`src/spr_pkg.sv`:
```
// Shared constants and types for the SPI pin and register block
package spr_pkg;
  // Register byte addresses
  localparam int ADDR_W = 8;
  localparam logic [7:0] A_CTRL = 8'h00;
  localparam logic [7:0] A_STAT = 8'h04;
  localparam logic [7:0] A_DATA = 8'h08;
  // Bus responses
  localparam logic [1:0] RESP_OKAY = 2'h0;
  localparam logic [1:0] RESP_SLVERR = 2'h2;
  // Status and control register bit positions
  localparam int ST_RXF = 7;
  localparam int ST_ERROR_IRQ_ENABLE = 6;
  localparam int ST_OVR = 5;
  localparam int ST_MODE_FAULT_FLAG = 4;
  localparam int ST_TXE = 3;
  localparam int ST_FDEN = 2;
  localparam int ST_RATE_HI = 1;
  localparam int ST_RATE_LO = 0;
  // Control register layout
  typedef struct packed {
    logic rx_irq_enable;
    logic rsvd;
    logic master_select;
    logic cpol;
    logic cpha;
    logic wired_or_mode;
    logic spi_on;
    logic tx_irq_enable;
  } spr_ctrl_s;
  localparam spr_ctrl_s CTRL_RST = 8'h28;
  localparam logic [7:0] CTRL_WMASK = 8'hbf;
  // Synchronised pin levels
  typedef struct packed {
    logic sclk;
    logic mosi;
    logic miso;
    logic ss_n;
  } spr_pins_s;
  localparam int PIN_W = 4;
  // Half period of the serial clock in module clocks, one per divisor
  localparam int DIV_W = 8;
  localparam logic [DIV_W-1:0] BD_00 = 8'h02;
  localparam logic [DIV_W-1:0] BD_01 = 8'h08;
  localparam logic [DIV_W-1:0] BD_10 = 8'h20;
  localparam logic [DIV_W-1:0] BD_11 = 8'h80;
  // Sixteen clock edges make one byte
  localparam logic [3:0] EDGE_LAST = 4'hf;
  typedef enum logic [0:0] {
    SPR_IDLE = 1'b0,
    SPR_RUN = 1'b1
  } spr_state_e;
endpackage

```
`src/spr_top.sv`:
```
// SPI port registers, pin control and byte engine behind AXI4-Lite
// What this block does
// - A slave always uses select_in_n as input, never general-purpose I/O.
// - Deselected slave floats MISO and ignores serial clock edges mid-byte.
// - With spi_on low, select_in_n stays general-purpose and is ignored.
// - Master: select_in_n is GPIO without fault detect, input-only with it.
// - rx_irq_enable, reset low, gates the receive-full interrupt request.
// - master_select picks master at 1, slave at 0; reset sets it.
// - CPOL, reset low, sets the serial clock idle level.
// - CPHA selects clock/data phase; reset sets it.
// - wired_or_mode makes clock and data pins open-drain, pullups off.
// - spi_on, reset low, enables the port; clearing it partially resets.
// - Partial reset sets tx empty, aborts, clears shifter, keeps flags.
// - tx_irq_enable, reset low, gates the transmit-empty interrupt request.
// - rx_full_flag sets on byte receipt, clears by status then data read.
// - error_irq_enable lets mode fault and overrun raise requests.
// - Byte arriving while full sets overrun, keeps old byte, drops new.
// - Mode fault: slave select rises mid-byte, or master select goes low.
// - Mode fault clears by status read then control write only.
// - tx_empty_flag sets on hand-over, clears on data write, reset sets.
// - rate_select gives divisor 2, 8, 32 or 128 in master mode only.
// - Master serial clock equals base clock over twice the divisor.
// - Data writes go to transmit buffer, reads come from receive buffer.
`timescale 1ns/1ps
module spr_top (
  // Clock and reset
  input wire logic aclk,
  input wire logic aresetn,
  // AXI4-Lite write
  input wire logic [spr_pkg::ADDR_W-1:0] awaddr,
  input wire logic awvalid,
  output logic awready,
  input wire logic [31:0] wdata,
  input wire logic [3:0] wstrb,
  input wire logic wvalid,
  output logic wready,
  output logic [1:0] bresp,
  output logic bvalid,
  input wire logic bready,
  // AXI4-Lite read
  input wire logic [spr_pkg::ADDR_W-1:0] araddr,
  input wire logic arvalid,
  output logic arready,
  output logic [31:0] rdata,
  output logic [1:0] rresp,
  output logic rvalid,
  input wire logic rready,
  // Serial pins
  input wire logic sclk_i,
  output logic sclk_o,
  output logic sclk_oe,
  input wire logic mosi_i,
  output logic mosi_o,
  output logic mosi_oe,
  input wire logic miso_i,
  output logic miso_o,
  output logic miso_oe,
  input wire logic select_in_n,
  output logic ss_gpio,
  output logic pullup_en,
  // Interrupt requests
  output logic rx_irq_req,
  output logic tx_irq_req,
  output logic err_irq_req
);
  import spr_pkg::*;

  spr_ctrl_s ctrl;
  logic error_irq_enable;
  logic fault_detect_enable;
  logic [1:0] rate_select;
  logic rx_full_flag;
  logic overrun_flag;
  logic mode_fault_flag;
  logic tx_empty_flag;
  logic rx_arm;
  logic ovr_arm;
  logic mode_fault_flag_arm;
  logic [7:0] tx_buf;
  logic [7:0] rx_data;
  logic [7:0] shreg;
  logic samp;
  logic out_q;
  logic sclk_q;
  logic [3:0] edge_cnt;
  spr_state_e state;
  spr_pins_s pin_s;
  logic sclk_d;
  logic ss_d;
  logic tick;
  logic aw_hold;
  logic w_hold;
  logic [7:0] aw_addr;
  logic [7:0] w_byte;
  logic w_en;
  logic [7:0] stat;
  logic [31:0] rd_word;

  spr_sync #(.W(PIN_W)) u_sync (
    .aclk(aclk),
    .aresetn(aresetn),
    .d({sclk_i, mosi_i, miso_i, select_in_n}),
    .q(pin_s)
  );

  // Bus decode
  wire wr_go = aw_hold && w_hold && !bvalid;
  wire wr_ctrl = wr_go && w_en && aw_addr == A_CTRL;
  wire wr_stat = wr_go && w_en && aw_addr == A_STAT;
  wire wr_data = wr_go && w_en && aw_addr == A_DATA;
  wire wr_map = aw_addr == A_CTRL || aw_addr == A_STAT || aw_addr == A_DATA;
  wire rd_go = arvalid && arready;
  wire rd_stat = rd_go && araddr == A_STAT;
  wire rd_data = rd_go && araddr == A_DATA;

  // Mode and event decode
  wire master_on = ctrl.spi_on && ctrl.master_select;
  wire slave_sel = ctrl.spi_on && !ctrl.master_select && !pin_s.ss_n;
  wire mf_master = master_on && fault_detect_enable && !pin_s.ss_n;
  wire mf_slave = ctrl.spi_on && !ctrl.master_select && fault_detect_enable
    && pin_s.ss_n && !ss_d && edge_cnt != 4'h0;
  wire slv_evt = slave_sel && pin_s.sclk != sclk_d;
  wire evt = master_on ? tick : slv_evt;
  wire leading = !edge_cnt[0];
  wire in_bit = master_on ? pin_s.miso : pin_s.mosi;
  wire load = state == SPR_IDLE && !tx_empty_flag && !wr_data
    && (master_on || slave_sel);
  wire active = master_on || slave_sel;
  wire done = state == SPR_RUN && active && evt && edge_cnt == EDGE_LAST;
  wire [7:0] rx_byte = ctrl.cpha ? {shreg[6:0], in_bit} : {shreg[6:0], samp};
  wire clr_rx = rx_arm && rd_data;
  wire take = done && (!rx_full_flag || clr_rx);

  spr_baud u_baud (
    .aclk(aclk),
    .aresetn(aresetn),
    .run(master_on && state == SPR_RUN),
    .rate_select(rate_select),
    .tick(tick)
  );

  assign stat[ST_RXF] = rx_full_flag;
  assign stat[ST_ERROR_IRQ_ENABLE] = error_irq_enable;
  assign stat[ST_OVR] = overrun_flag;
  assign stat[ST_MODE_FAULT_FLAG] = mode_fault_flag;
  assign stat[ST_TXE] = tx_empty_flag;
  assign stat[ST_FDEN] = fault_detect_enable;
  assign stat[ST_RATE_HI] = rate_select[1];
  assign stat[ST_RATE_LO] = rate_select[0];

  always_comb begin
    case (araddr)
      A_CTRL: rd_word = {24'h000000, ctrl};
      A_STAT: rd_word = {24'h000000, stat};
      A_DATA: rd_word = {24'h000000, rx_data};
      default: rd_word = 32'h00000000;
    endcase
  end

  // Write address channel
  always_ff @(posedge aclk) begin
    if (!aresetn) begin
      aw_hold <= 1'b0;
      awready <= 1'b1;
      aw_addr <= 8'h00;
    end else if (awvalid && awready) begin
      aw_hold <= 1'b1;
      awready <= 1'b0;
      aw_addr <= awaddr;
    end else if (wr_go) begin
      aw_hold <= 1'b0;
      awready <= 1'b1;
    end
  end

  // Write data channel, only the low byte lane carries data
  always_ff @(posedge aclk) begin
    if (!aresetn) begin
      w_hold <= 1'b0;
      wready <= 1'b1;
      w_byte <= 8'h00;
      w_en <= 1'b0;
    end else if (wvalid && wready) begin
      w_hold <= 1'b1;
      wready <= 1'b0;
      w_byte <= wdata[7:0];
      w_en <= wstrb[0];
    end else if (wr_go) begin
      w_hold <= 1'b0;
      wready <= 1'b1;
    end
  end

  // Write response
  always_ff @(posedge aclk) begin
    if (!aresetn) begin
      bvalid <= 1'b0;
      bresp <= RESP_OKAY;
    end else if (wr_go) begin
      bvalid <= 1'b1;
      bresp <= wr_map ? RESP_OKAY : RESP_SLVERR;
    end else if (bready) begin
      bvalid <= 1'b0;
    end
  end

  // Read channel
  always_ff @(posedge aclk) begin
    if (!aresetn) begin
      arready <= 1'b1;
      rvalid <= 1'b0;
      rdata <= 32'h00000000;
      rresp <= RESP_OKAY;
    end else if (rd_go) begin
      arready <= 1'b0;
      rvalid <= 1'b1;
      rdata <= rd_word;
      rresp <= (rd_word == 32'h00000000 && araddr != A_CTRL && araddr != A_STAT
        && araddr != A_DATA) ? RESP_SLVERR : RESP_OKAY;
    end else if (rvalid && rready) begin
      rvalid <= 1'b0;
      arready <= 1'b1;
    end
  end

  // Control register; a master mode fault drops the port out of master
  always_ff @(posedge aclk) begin
    if (!aresetn) begin
      ctrl <= CTRL_RST;
    end else begin
      if (wr_ctrl) begin
        ctrl <= spr_ctrl_s'(w_byte & CTRL_WMASK);
      end
      if (mf_master) begin
        ctrl.spi_on <= 1'b0;
        ctrl.master_select <= 1'b0;
      end
    end
  end

  // Writable part of the status and control register
  always_ff @(posedge aclk) begin
    if (!aresetn) begin
      error_irq_enable <= 1'b0;
      fault_detect_enable <= 1'b0;
      rate_select <= 2'h0;
    end else if (wr_stat) begin
      error_irq_enable <= w_byte[ST_ERROR_IRQ_ENABLE];
      fault_detect_enable <= w_byte[ST_FDEN];
      rate_select <= {w_byte[ST_RATE_HI], w_byte[ST_RATE_LO]};
    end
  end

  // Receive flags and buffer; a new byte wins over a clear
  always_ff @(posedge aclk) begin
    if (!aresetn) begin
      rx_full_flag <= 1'b0;
      rx_arm <= 1'b0;
      rx_data <= 8'h00;
    end else begin
      if (take) begin
        rx_full_flag <= 1'b1;
        rx_data <= rx_byte;
      end else if (clr_rx) begin
        rx_full_flag <= 1'b0;
      end
      if (rd_stat && rx_full_flag) begin
        rx_arm <= 1'b1;
      end else if (clr_rx || !rx_full_flag) begin
        rx_arm <= 1'b0;
      end
    end
  end

  // Overrun keeps the older byte
  always_ff @(posedge aclk) begin
    if (!aresetn) begin
      overrun_flag <= 1'b0;
      ovr_arm <= 1'b0;
    end else begin
      if (done && !take) begin
        overrun_flag <= 1'b1;
      end else if (ovr_arm && rd_data) begin
        overrun_flag <= 1'b0;
      end
      if (rd_stat && overrun_flag) begin
        ovr_arm <= 1'b1;
      end else if (rd_data || !overrun_flag) begin
        ovr_arm <= 1'b0;
      end
    end
  end

  // Mode fault, cleared by status read then control write
  always_ff @(posedge aclk) begin
    if (!aresetn) begin
      mode_fault_flag <= 1'b0;
      mode_fault_flag_arm <= 1'b0;
      ss_d <= 1'b1;
    end else begin
      ss_d <= pin_s.ss_n;
      if (mf_master || mf_slave) begin
        mode_fault_flag <= 1'b1;
      end else if (mode_fault_flag_arm && wr_ctrl) begin
        mode_fault_flag <= 1'b0;
      end
      if (rd_stat && mode_fault_flag) begin
        mode_fault_flag_arm <= 1'b1;
      end else if (wr_ctrl || !mode_fault_flag) begin
        mode_fault_flag_arm <= 1'b0;
      end
    end
  end

  // Transmit buffer and empty flag
  always_ff @(posedge aclk) begin
    if (!aresetn) begin
      tx_empty_flag <= 1'b1;
      tx_buf <= 8'h00;
    end else begin
      if (wr_data) begin
        tx_buf <= w_byte;
      end
      if (!ctrl.spi_on || load) begin
        tx_empty_flag <= 1'b1;
      end else if (wr_data) begin
        tx_empty_flag <= 1'b0;
      end
    end
  end

  // Byte engine; disabled port or lost select aborts the byte
  always_ff @(posedge aclk) begin
    sclk_d <= pin_s.sclk;
    if (!aresetn || !ctrl.spi_on) begin
      state <= SPR_IDLE;
      edge_cnt <= 4'h0;
      shreg <= 8'h00;
      samp <= 1'b0;
      out_q <= 1'b0;
      sclk_q <= 1'b0;
    end else begin
      case (state)
        SPR_IDLE: begin
          sclk_q <= ctrl.cpol;
          edge_cnt <= 4'h0;
          if (load) begin
            shreg <= tx_buf;
            out_q <= tx_buf[7];
          end
          if (master_on ? load : slave_sel) begin
            state <= SPR_RUN;
          end
        end
        SPR_RUN: begin
          if (!active) begin
            state <= SPR_IDLE;
            edge_cnt <= 4'h0;
          end else if (evt) begin
            edge_cnt <= edge_cnt + 4'h1;
            if (master_on) begin
              sclk_q <= ~sclk_q;
            end
            if (leading) begin
              if (!ctrl.cpha) begin
                samp <= in_bit;
              end else begin
                out_q <= shreg[7];
              end
            end else begin
              shreg <= rx_byte;
              if (!ctrl.cpha) begin
                out_q <= shreg[6];
              end
            end
            if (edge_cnt == EDGE_LAST) begin
              state <= SPR_IDLE;
            end
          end
        end
        default: state <= SPR_IDLE;
      endcase
    end
  end

  // Pin drivers; open-drain only ever drives low
  always_ff @(posedge aclk) begin
    if (!aresetn) begin
      sclk_o <= 1'b0;
      sclk_oe <= 1'b0;
      mosi_o <= 1'b0;
      mosi_oe <= 1'b0;
      miso_o <= 1'b0;
      miso_oe <= 1'b0;
      pullup_en <= 1'b1;
      ss_gpio <= 1'b1;
    end else begin
      sclk_o <= sclk_q && !ctrl.wired_or_mode;
      sclk_oe <= master_on && (!ctrl.wired_or_mode || !sclk_q);
      mosi_o <= out_q && !ctrl.wired_or_mode;
      mosi_oe <= master_on && (!ctrl.wired_or_mode || !out_q);
      miso_o <= out_q && !ctrl.wired_or_mode;
      miso_oe <= slave_sel && (!ctrl.wired_or_mode || !out_q);
      pullup_en <= !ctrl.wired_or_mode;
      ss_gpio <= !ctrl.spi_on || (ctrl.master_select && !fault_detect_enable);
    end
  end

  // Interrupt requests
  always_ff @(posedge aclk) begin
    if (!aresetn) begin
      rx_irq_req <= 1'b0;
      tx_irq_req <= 1'b0;
      err_irq_req <= 1'b0;
    end else begin
      rx_irq_req <= rx_full_flag && ctrl.rx_irq_enable;
      tx_irq_req <= tx_empty_flag && ctrl.tx_irq_enable && ctrl.spi_on;
      err_irq_req <= error_irq_enable && (mode_fault_flag || overrun_flag);
    end
  end
endmodule // spr_top

```
`src/spr_sync.sv`:
```
// Two flip-flop synchroniser for asynchronous pin levels
`timescale 1ns/1ps
module spr_sync #(
  parameter int W = 4
) (
  // Clock and reset
  input wire logic aclk,
  input wire logic aresetn,
  // Levels
  input wire logic [W-1:0] d,
  output logic [W-1:0] q
);
  logic [W-1:0] meta;

  always_ff @(posedge aclk) begin
    if (!aresetn) begin
      meta <= '1;
      q <= '1;
    end else begin
      meta <= d;
      q <= meta;
    end
  end
endmodule // spr_sync

```
`src/spr_baud.sv`:
```
// Master serial clock edge generator
`timescale 1ns/1ps
module spr_baud (
  // Clock and reset
  input wire logic aclk,
  input wire logic aresetn,
  // Control
  input wire logic run,
  input wire logic [1:0] rate_select,
  // One pulse per serial clock edge
  output logic tick
);
  import spr_pkg::*;

  logic [spr_pkg::DIV_W-1:0] cnt;
  logic [spr_pkg::DIV_W-1:0] lim;

  always_comb begin
    case (rate_select)
      2'h0: lim = BD_00 - 8'h01;
      2'h1: lim = BD_01 - 8'h01;
      2'h2: lim = BD_10 - 8'h01;
      default: lim = BD_11 - 8'h01;
    endcase
  end

  always_ff @(posedge aclk) begin
    if (!aresetn || !run) begin
      cnt <= '0;
      tick <= 1'b0;
    end else if (cnt == lim) begin
      cnt <= '0;
      tick <= 1'b1;
    end else begin
      cnt <= cnt + 8'h01;
      tick <= 1'b0;
    end
  end
endmodule // spr_baud

```
`config.mk`:
```
export PLATFORM = sky130hd
export DESIGN_NAME = spr_top
export DESIGN_NICKNAME = d
export VERILOG_FILES = /design/src/spr_pkg.sv /design/src/spr_top.sv /design/src/spr_sync.sv /design/src/spr_baud.sv
export SDC_FILE = /design/constraint.sdc
export NUM_CORES = 1
export LEC_CHECK = 0
export ABC_AREA = 1
export BUFFER_PORTS_ARGS = -buffer_cell sky130_fd_sc_hd__buf_2
export CORE_ASPECT_RATIO = 0.6
export CORE_MARGIN = 2
export CORE_UTILIZATION = 30
export DETAILED_ROUTE_END_ITERATION = 8
export MAX_ROUTING_LAYER = met4
export PLACE_DENSITY = 0.59
export SYNTH_ARGS = -nofsm -noshare
export SYNTH_HDL_FRONTEND = slang
export SYNTH_SLANG_ARGS = --single-unit
```
`constraint.sdc`:
```
create_clock -name aclk -period 3.45 [get_ports aclk]
set_clock_uncertainty 0.1 [all_clocks]
set_input_delay 0.69 -clock aclk [delete_from_list [all_inputs] [get_ports aclk]]
set_output_delay 0.69 -clock aclk [all_outputs]
set_load 0.02 [all_outputs]
```
==> results.py, run 1 <==
metrics = {
    "power_and_ir_drop": {
        "cellInternalPower_mw": 2.627,
        "clkPwrFrac": 0.544,
        "power.switching_uw": 791.9,
        "power_density_mw_per_mm2": 588.1,
        "switching_share": 0.2316,
        "peakVddDrop_v": 0.0002459,
        "pwr-share-seq": 0.400,
        "p_comb_frac": 0.056,
        "p_leak_nw": 2.308,
    },
    "timing": {
        "finalMaxSlewViolations": 0,
        "period_share": 0.6883,
        "relSlewSlack": 0.3946,
        "setup_viol": 0,
        "period_needed_ns": 2.374,
        "setup_tns_ns": 0,
        "tightest_slew_ns": 0.9012,
        "hold_viol": 0,
        "grt_setup_unrepaired": "false",
        "fmax_ghz": 0.4211,
    },
    "critical_path": {
        "worstReg2RegStart": "ctrl[5]$_SDFFE_PN1P_",
        "crit_required_ns": 3.63,
        "r2r_setup_slack_ns": 1.08,
        "regToRegEndpoint": "rx_data[6]$_SDFFE_PN0P_",
        "critPathArrivalTime_ns": 2.55,
        "worstPathMaxFanout": 11,
        "critPathLaunchType": "register",
        "worstSetupEndpointType": "register",
        "worstSetupPathType": "reg -> reg",
        "ff2ff_path_depth": 9,
        "crit_start": "ctrl[5]$_SDFFE_PN1P_",
    },
    "cells_and_area": {
        "final_core_util": 0.3740,
        "layout_commonest_cell": "nand2_1",
        "finalNetCount": 763,
        "mostFrequentLayoutCells": "nand2_1 (125), dfxtp_1 (113), nor2_1 (74)",
        "n_antenna_cell": 0,
        "drive_gt1_frac": 0.1746,
        "area_delta_synth_final_pct": 20.45,
    },
    "synth": {
        "yosysTopAreaCellShare": 0.4686,
        "synth.distinct_cells": 35,
        "ys_ff_latch": 113,
        "syn_inst": 639,
        "synth.cell_area_mm2": 0.004827,
        "ys_seq_area_frac": 0.4686,
        "netlist_top_cells_area": "dfxtp_1 (47%), nand2_1 (9.7%), a21oi_1 (6.1%)",
        "syn_avg_cell_area_um2": 7.554,
        "ys.warnings.count": 0,
        "synth_top_cell_by_area": "dfxtp_1",
    },
    "routing": {
        "vias": 4156,
        "ant_nets": 0,
        "vias_per_cell": 4.552,
        "dr.first_iter.drc_count": 349,
        "drt_wl_total_um": 12440,
        "wl_per_cell_um": 13.63,
        "drc": 0,
        "dr.pass1.iters": 4,
    },
    "clock_tree": {
        "root_buffer": "clkbuf_16",
        "cts_resized": 0,
        "numCtsBuffers": 17,
        "clockBufferDepth": 2,
        "cts_tree": "done",
        "insertion_delay_ns": 0.41,
        "cts.clk_slew.worst_paths_ns": 0.06,
        "cts.sinks": 113,
        "cts_hold_buf": 0,
        "htree_levels": 4,
        "post-cts-setup-buffers": 0,
    },
    "run_status": {
        "status": "finished clean",
    },
    "grt": {
        "grt_use_met2": 0.1825,
        "track_usage": 0.1549,
        "grt_max_degree": 38,
        "grt_pass1_vias": 3651,
        "grt_pass1_wl_um": 19770,
        "grt_overflow": 0,
        "gr-max-usage-layer": "met1",
        "grtUsageMet3": 0.04028,
        "use_met1": 0.2420,
        "antenna_found_initial": 0,
    },
    "worst_hold_path": {
        "hold_depth": 0,
        "hold_class": "reg -> reg",
        "hold_start": "u_sync.q[3]$_SDFF_PN1_",
        "holdPathEnd": "sclk_d$_DFF_P_",
    },
    "floorplan": {
        "start_util": 0.3105,
        "die-area_mm2": 0.01715,
        "core.rowCount": 35,
        "coreArea_mm2": 0.01555,
        "die_h_um": 102.3,
        "num_io_pins": 115,
        "die-width_um": 167.8,
    },
    "placement": {
        "dp_hpwl_um": 8802,
        "place_congestion": 0.8326,
        "portBuffers": 61,
    },
    "flow_run": {
        "maxCapViolCount": 0,
    },
}
[power groups by stage]
stage / combinational (mW) / sequential (mW) / clock (mW)
floorplan: 0.141 / 1.40 / 0
global placement: 0.189 / 1.40 / 0
detailed placement: 0.190 / 1.40 / 0
CTS: 0.191 / 1.37 / 1.88
global route: 0.215 / 1.37 / 1.95
finish: 0.190 / 1.37 / 1.86
[cells by family (layout without fill, tap and decap cells)]
group                      count (synthesis)  after routing  share of synthesized area
buffers and inverters                    105            151                     0.1086
other                                      1             26                  0.0007769
muxes                                      5              5                    0.01037
and+or+nand+nor                          288            288                     0.2657
xor gates and xnor gates                   5              5                   0.009072
AOI/OAI and AO/OA                        119            119                     0.1291
adders and majority gates                  3              3                   0.007777
DFF                                      113            113                     0.4686
[worst max-delay path, cell delays in order (launching register included)]
cell     delay (ns)
dfxtp_1        0.59
nand2_2        0.14
inv_1          0.14
nand2_1        0.15
nand2_2        0.17
nand2_1        0.09
nor2_2         0.37
nand2_1        0.29
nand2_1        0.13
a21oi_1        0.07
[worst max path at each step]
stage | endpoint | slack (ns) | depth (start not counted)
floorplan | rx_data[0]$_SDFFE_PN0P_ | 1.60 | 9
global placement | rx_data[6]$_SDFFE_PN0P_ | 0.98 | 8
detailed placement | rx_data[1]$_SDFFE_PN0P_ | 0.99 | 8
CTS | rx_data[6]$_SDFFE_PN0P_ | 1.12 | 9
global route | rx_data[3]$_SDFFE_PN0P_ | 0.86 | 9
finish | rx_data[6]$_SDFFE_PN0P_ | 1.08 | 9
[registers in the layout, summed over array words and instances (netlist names), 7 cells and up]
| register | cells |
|---|---|
| rx_data | 8 |
| u_baud.cnt | 8 |
| ctrl | 7 |
| shreg | 8 |
| aw_addr | 8 |
| w_byte | 8 |
| rdata | 8 |
| tx_buf | 8 |
[cells in the mapped netlist]
cell and number:
nor4_1 1, nor3b_1 1, xor2_1 1, or2_2 12, o211ai_1 2, nor2_1 74, nor4_2 1, xnor2_1 4
o21bai_1 2, nor3_1 7, inv_1 52, nor2_4 1, nand2_4 1, o221ai_1 1, nand2_1 125, buf_2 5
nand3_1 49, conb_1 1, nand4_1 4, nor2_2 1, a31oi_1 11, nand2_2 5, clkbuf_1 13, o21ai_0 44
a21oi_1 59, nor4_4 1, mux2i_1 5, nand3b_1 1, ha_1 3, nor3_2 2, dfxtp_1 113, inv_2 3
buf_4 31, buf_6 1, nand3_2 2
[layer usage]
layer	share of wire	vias up	routed length, um
met5	0	-	0
met4	0.0097	0	121
met3	0.063	12	788
met2	0.35	123	4400
met1	0.57	1875	7131
li1	-	2146	-
[area by class of cell]
| class | instances | area (um^2) |
|---|---|---|
| sequential | 113 | 2262 |
| inverter | 55 | 206.4 |
| timing repair buffer | 64 | 327.8 |
| clock buffer | 19 | 442.9 |
| tap | 203 | 254.0 |
| fill | 1628 | 9732 |
| multi-input combinational | 446 | 2135 |
| clock inverter | 13 | 186.4 |
[stage by stage]
stage               instance area (um^2)  power (mW)  cells  setup WS [ns]  hold slack, ns
detailed placement                  5185       1.586    881         0.9901          0.2591
global placement                    5185       1.584    881         0.9842          0.2589
floorplan                           4921       1.546    664          1.601          0.2510
global route                        5814       3.533    913         0.8565          0.2898
CTS                                 5814       3.438    913          1.120          0.2692
finish                              5814       3.419    913          1.076          0.2686
(Power assumes the default switching activity.)
==> inputs of run 2 (changes only) <==
clock period = 2.3 ns   (was 3.45 ns; I/O delays follow)
==> run 2 against run 1 <==
First-iteration DRC count fell by 18%. Design area is 1.4% higher. Count of clock-buffer cells in the layout down 2. Die area stayed put. Utilization rose by 0.52 points. Global-route usage increased by 0.065 points. Final cell count rose by 1.4%. Clock power up 44%. Register-to-register slack got worse by 0.64 ns. Power is 47% higher. Critical path type unchanged.
==> results.py, run 2 (synthesis results as in run 1) <==
metrics = {
    "routing": {
        "dr.pass1.iters": 5,
        "ant_nets": 0,
        "highest_layer": "met4",
        "dr_wl_met2_um": 4310,
        "drt_wl_total_um": 12280,
        "drc": 0,
        "vias_per_cell": 4.564,
        "dr.first_iter.drc_count": 285,
        "wl_per_cell_um": 13.26,
        "wl_met3_um": 962,
        "vias": 4226,
        "drt-met1-wl_um": 6914,
    },
    "cells_and_area": {
        "finalNetCount": 776,
        "register_area_mm2": 0.002262,
        "mostFrequentLayoutCells": "nand2_1 (125), dfxtp_1 (113), nor2_1 (74)",
        "drive_gt1_frac": 0.1909,
        "layout_commonest_cell": "nand2_1",
        "final_cells": 926,
        "fillers": 1648,
        "area_delta_synth_final_pct": 22.11,
        "multi_input_area_mm2": 0.002135,
        "n_antenna_cell": 0,
    },
    "clock_tree": {
        "htree_levels": 4,
        "root_buffer": "clkbuf_16",
        "cts.clk_slew.worst_paths_ns": 0.06,
        "clockBufferDepth": 2,
        "cts.sinks": 113,
        "cts_tree": "done",
        "insertion_delay_ns": 0.41,
        "numCtsBuffers": 17,
        "cts_hold_buf": 0,
        "post-cts-setup-buffers": 0,
        "cts_resized": 0,
    },
    "power_and_ir_drop": {
        "power_density_mw_per_mm2": 853.6,
        "peakVddDrop_v": 0.0004125,
        "p_leak_nw": 2.365,
    },
    "critical_path": {
        "cp.depth": 10,
        "regToRegEndpoint": "rx_data[2]$_SDFFE_PN0P_",
        "critPathLaunchType": "register",
        "worstPathMaxFanout": 10,
        "crit_family": "simple AND/OR/NAND/NOR gates",
        "crit_required_ns": 2.54,
        "crit_slowest_cell": "dfxtp_1",
        "crit_start": "ctrl[1]$_SDFFE_PP0P_",
        "r2r_setup_slack_ns": 0.44,
        "worstSetupEndpointType": "register",
        "worst-path-buf-inv": 3,
        "worstSetupPathType": "reg -> reg",
        "max_stage_delay_ns": 0.36,
        "crit_chain": "buf_4 -> inv_2 -> nor3_2 -> nand2_1 -> nand2_2 -> nand2_1 -> nor2_2 -> buf_4 -> nand3_1 -> a21oi_1",
        "setup.worst_path.end": "rx_data[2]$_SDFFE_PN0P_",
        "critPathArrivalTime_ns": 2.10,
        "ff2ff_path_depth": 10,
        "worstReg2RegStart": "ctrl[1]$_SDFFE_PP0P_",
    },
    "grt": {
        "track_usage": 0.1556,
        "grt_overflow": 0,
        "antenna_found_initial": 0,
        "grt_max_degree": 41,
        "grt_pass1_vias": 3759,
        "grt_pass1_wl_um": 19890,
    },
    "placement": {
        "place_congestion": 0.8597,
        "dp_hpwl_um": 9035,
        "placed_cells": 894,
        "portBuffers": 61,
    },
    "timing": {
        "hold_viol": 0,
        "setup_viol": 0,
        "setup_tns_ns": 0,
        "tightest_slew_ns": 0.7570,
        "finalMaxSlewViolations": 0,
        "period_needed_ns": 1.863,
        "fmax_ghz": 0.5367,
        "relSlewSlack": 0.4914,
        "grt_setup_unrepaired": "false",
        "period_share": 0.8100,
    },
    "flow_run": {
        "maxCapViolCount": 0,
    },
    "floorplan": {
        "num_io_pins": 115,
        "die-width_um": 167.8,
        "core.rowCount": 35,
        "start_util": 0.3105,
        "die_h_um": 102.3,
        "die-area_mm2": 0.01715,
        "coreArea_mm2": 0.01555,
    },
    "run_status": {
        "status": "finished clean",
    },
    "worst_hold_path": {
        "hold_class": "in -> reg",
    },
}
[run 2: per-stage QoR]
step           total power [mW]  instance area (um^2)  utilization  hold WS, ns  setup WS (ns)
2_1_floorplan             2.318                  4921            -       0.2510         0.6805
3_3_place_gp              2.385                  5283       0.3398       0.2564         0.3952
3_5_place_dp              2.388                  5283       0.3398       0.2620         0.3871
4_1_cts                   5.069                  5894       0.3792       0.1151         0.4569
5_1_grt                   5.214                  5894       0.3792       0.1230         0.2354
6_report                  5.031                  5894       0.3792       0.1253         0.4369
[run 2: layout make-up]
class                      count  area share
tap                          203     0.04309
inverter                      55     0.03502
clock inverter                15     0.03163
timing repair buffer          77     0.07217
clock buffer                  17     0.07217
multi-input combinational    446      0.3621
sequential                   113      0.3838
[run 2: power by group]
group,internal (mW),switching [mW],total (mW)
Combinational,0.0940,0.198,0.292
Clock,1.71,0.973,2.68
Sequential,2.01,0.0395,2.05
[run 2: worst min-delay path by stage]
stage	from	end	slack (ns)	cells after the start
global route	miso_i	u_sync.meta[1]$_SDFF_PN1_	0.12	2
global placement	u_sync.q[3]$_SDFF_PN1_	sclk_d$_DFF_P_	0.26	0
finish	mosi_i	u_sync.meta[2]$_SDFF_PN1_	0.13	2
floorplan	u_sync.q[3]$_SDFF_PN1_	sclk_d$_DFF_P_	0.25	0
CTS	mosi_i	u_sync.meta[2]$_SDFF_PN1_	0.12	2
detailed placement	u_sync.q[3]$_SDFF_PN1_	sclk_d$_DFF_P_	0.26	0
[run 2: routing by layer]
| layer | global-route usage | up-vias |
|---|---|---|
| met1 | 0.2416 | 1879 |
| met4 | 0.03813 | 0 |
| li1 | - | 2183 |
| met2 | 0.1875 | 153 |
| met3 | 0.04415 | 11 |
| met5 | - | - |
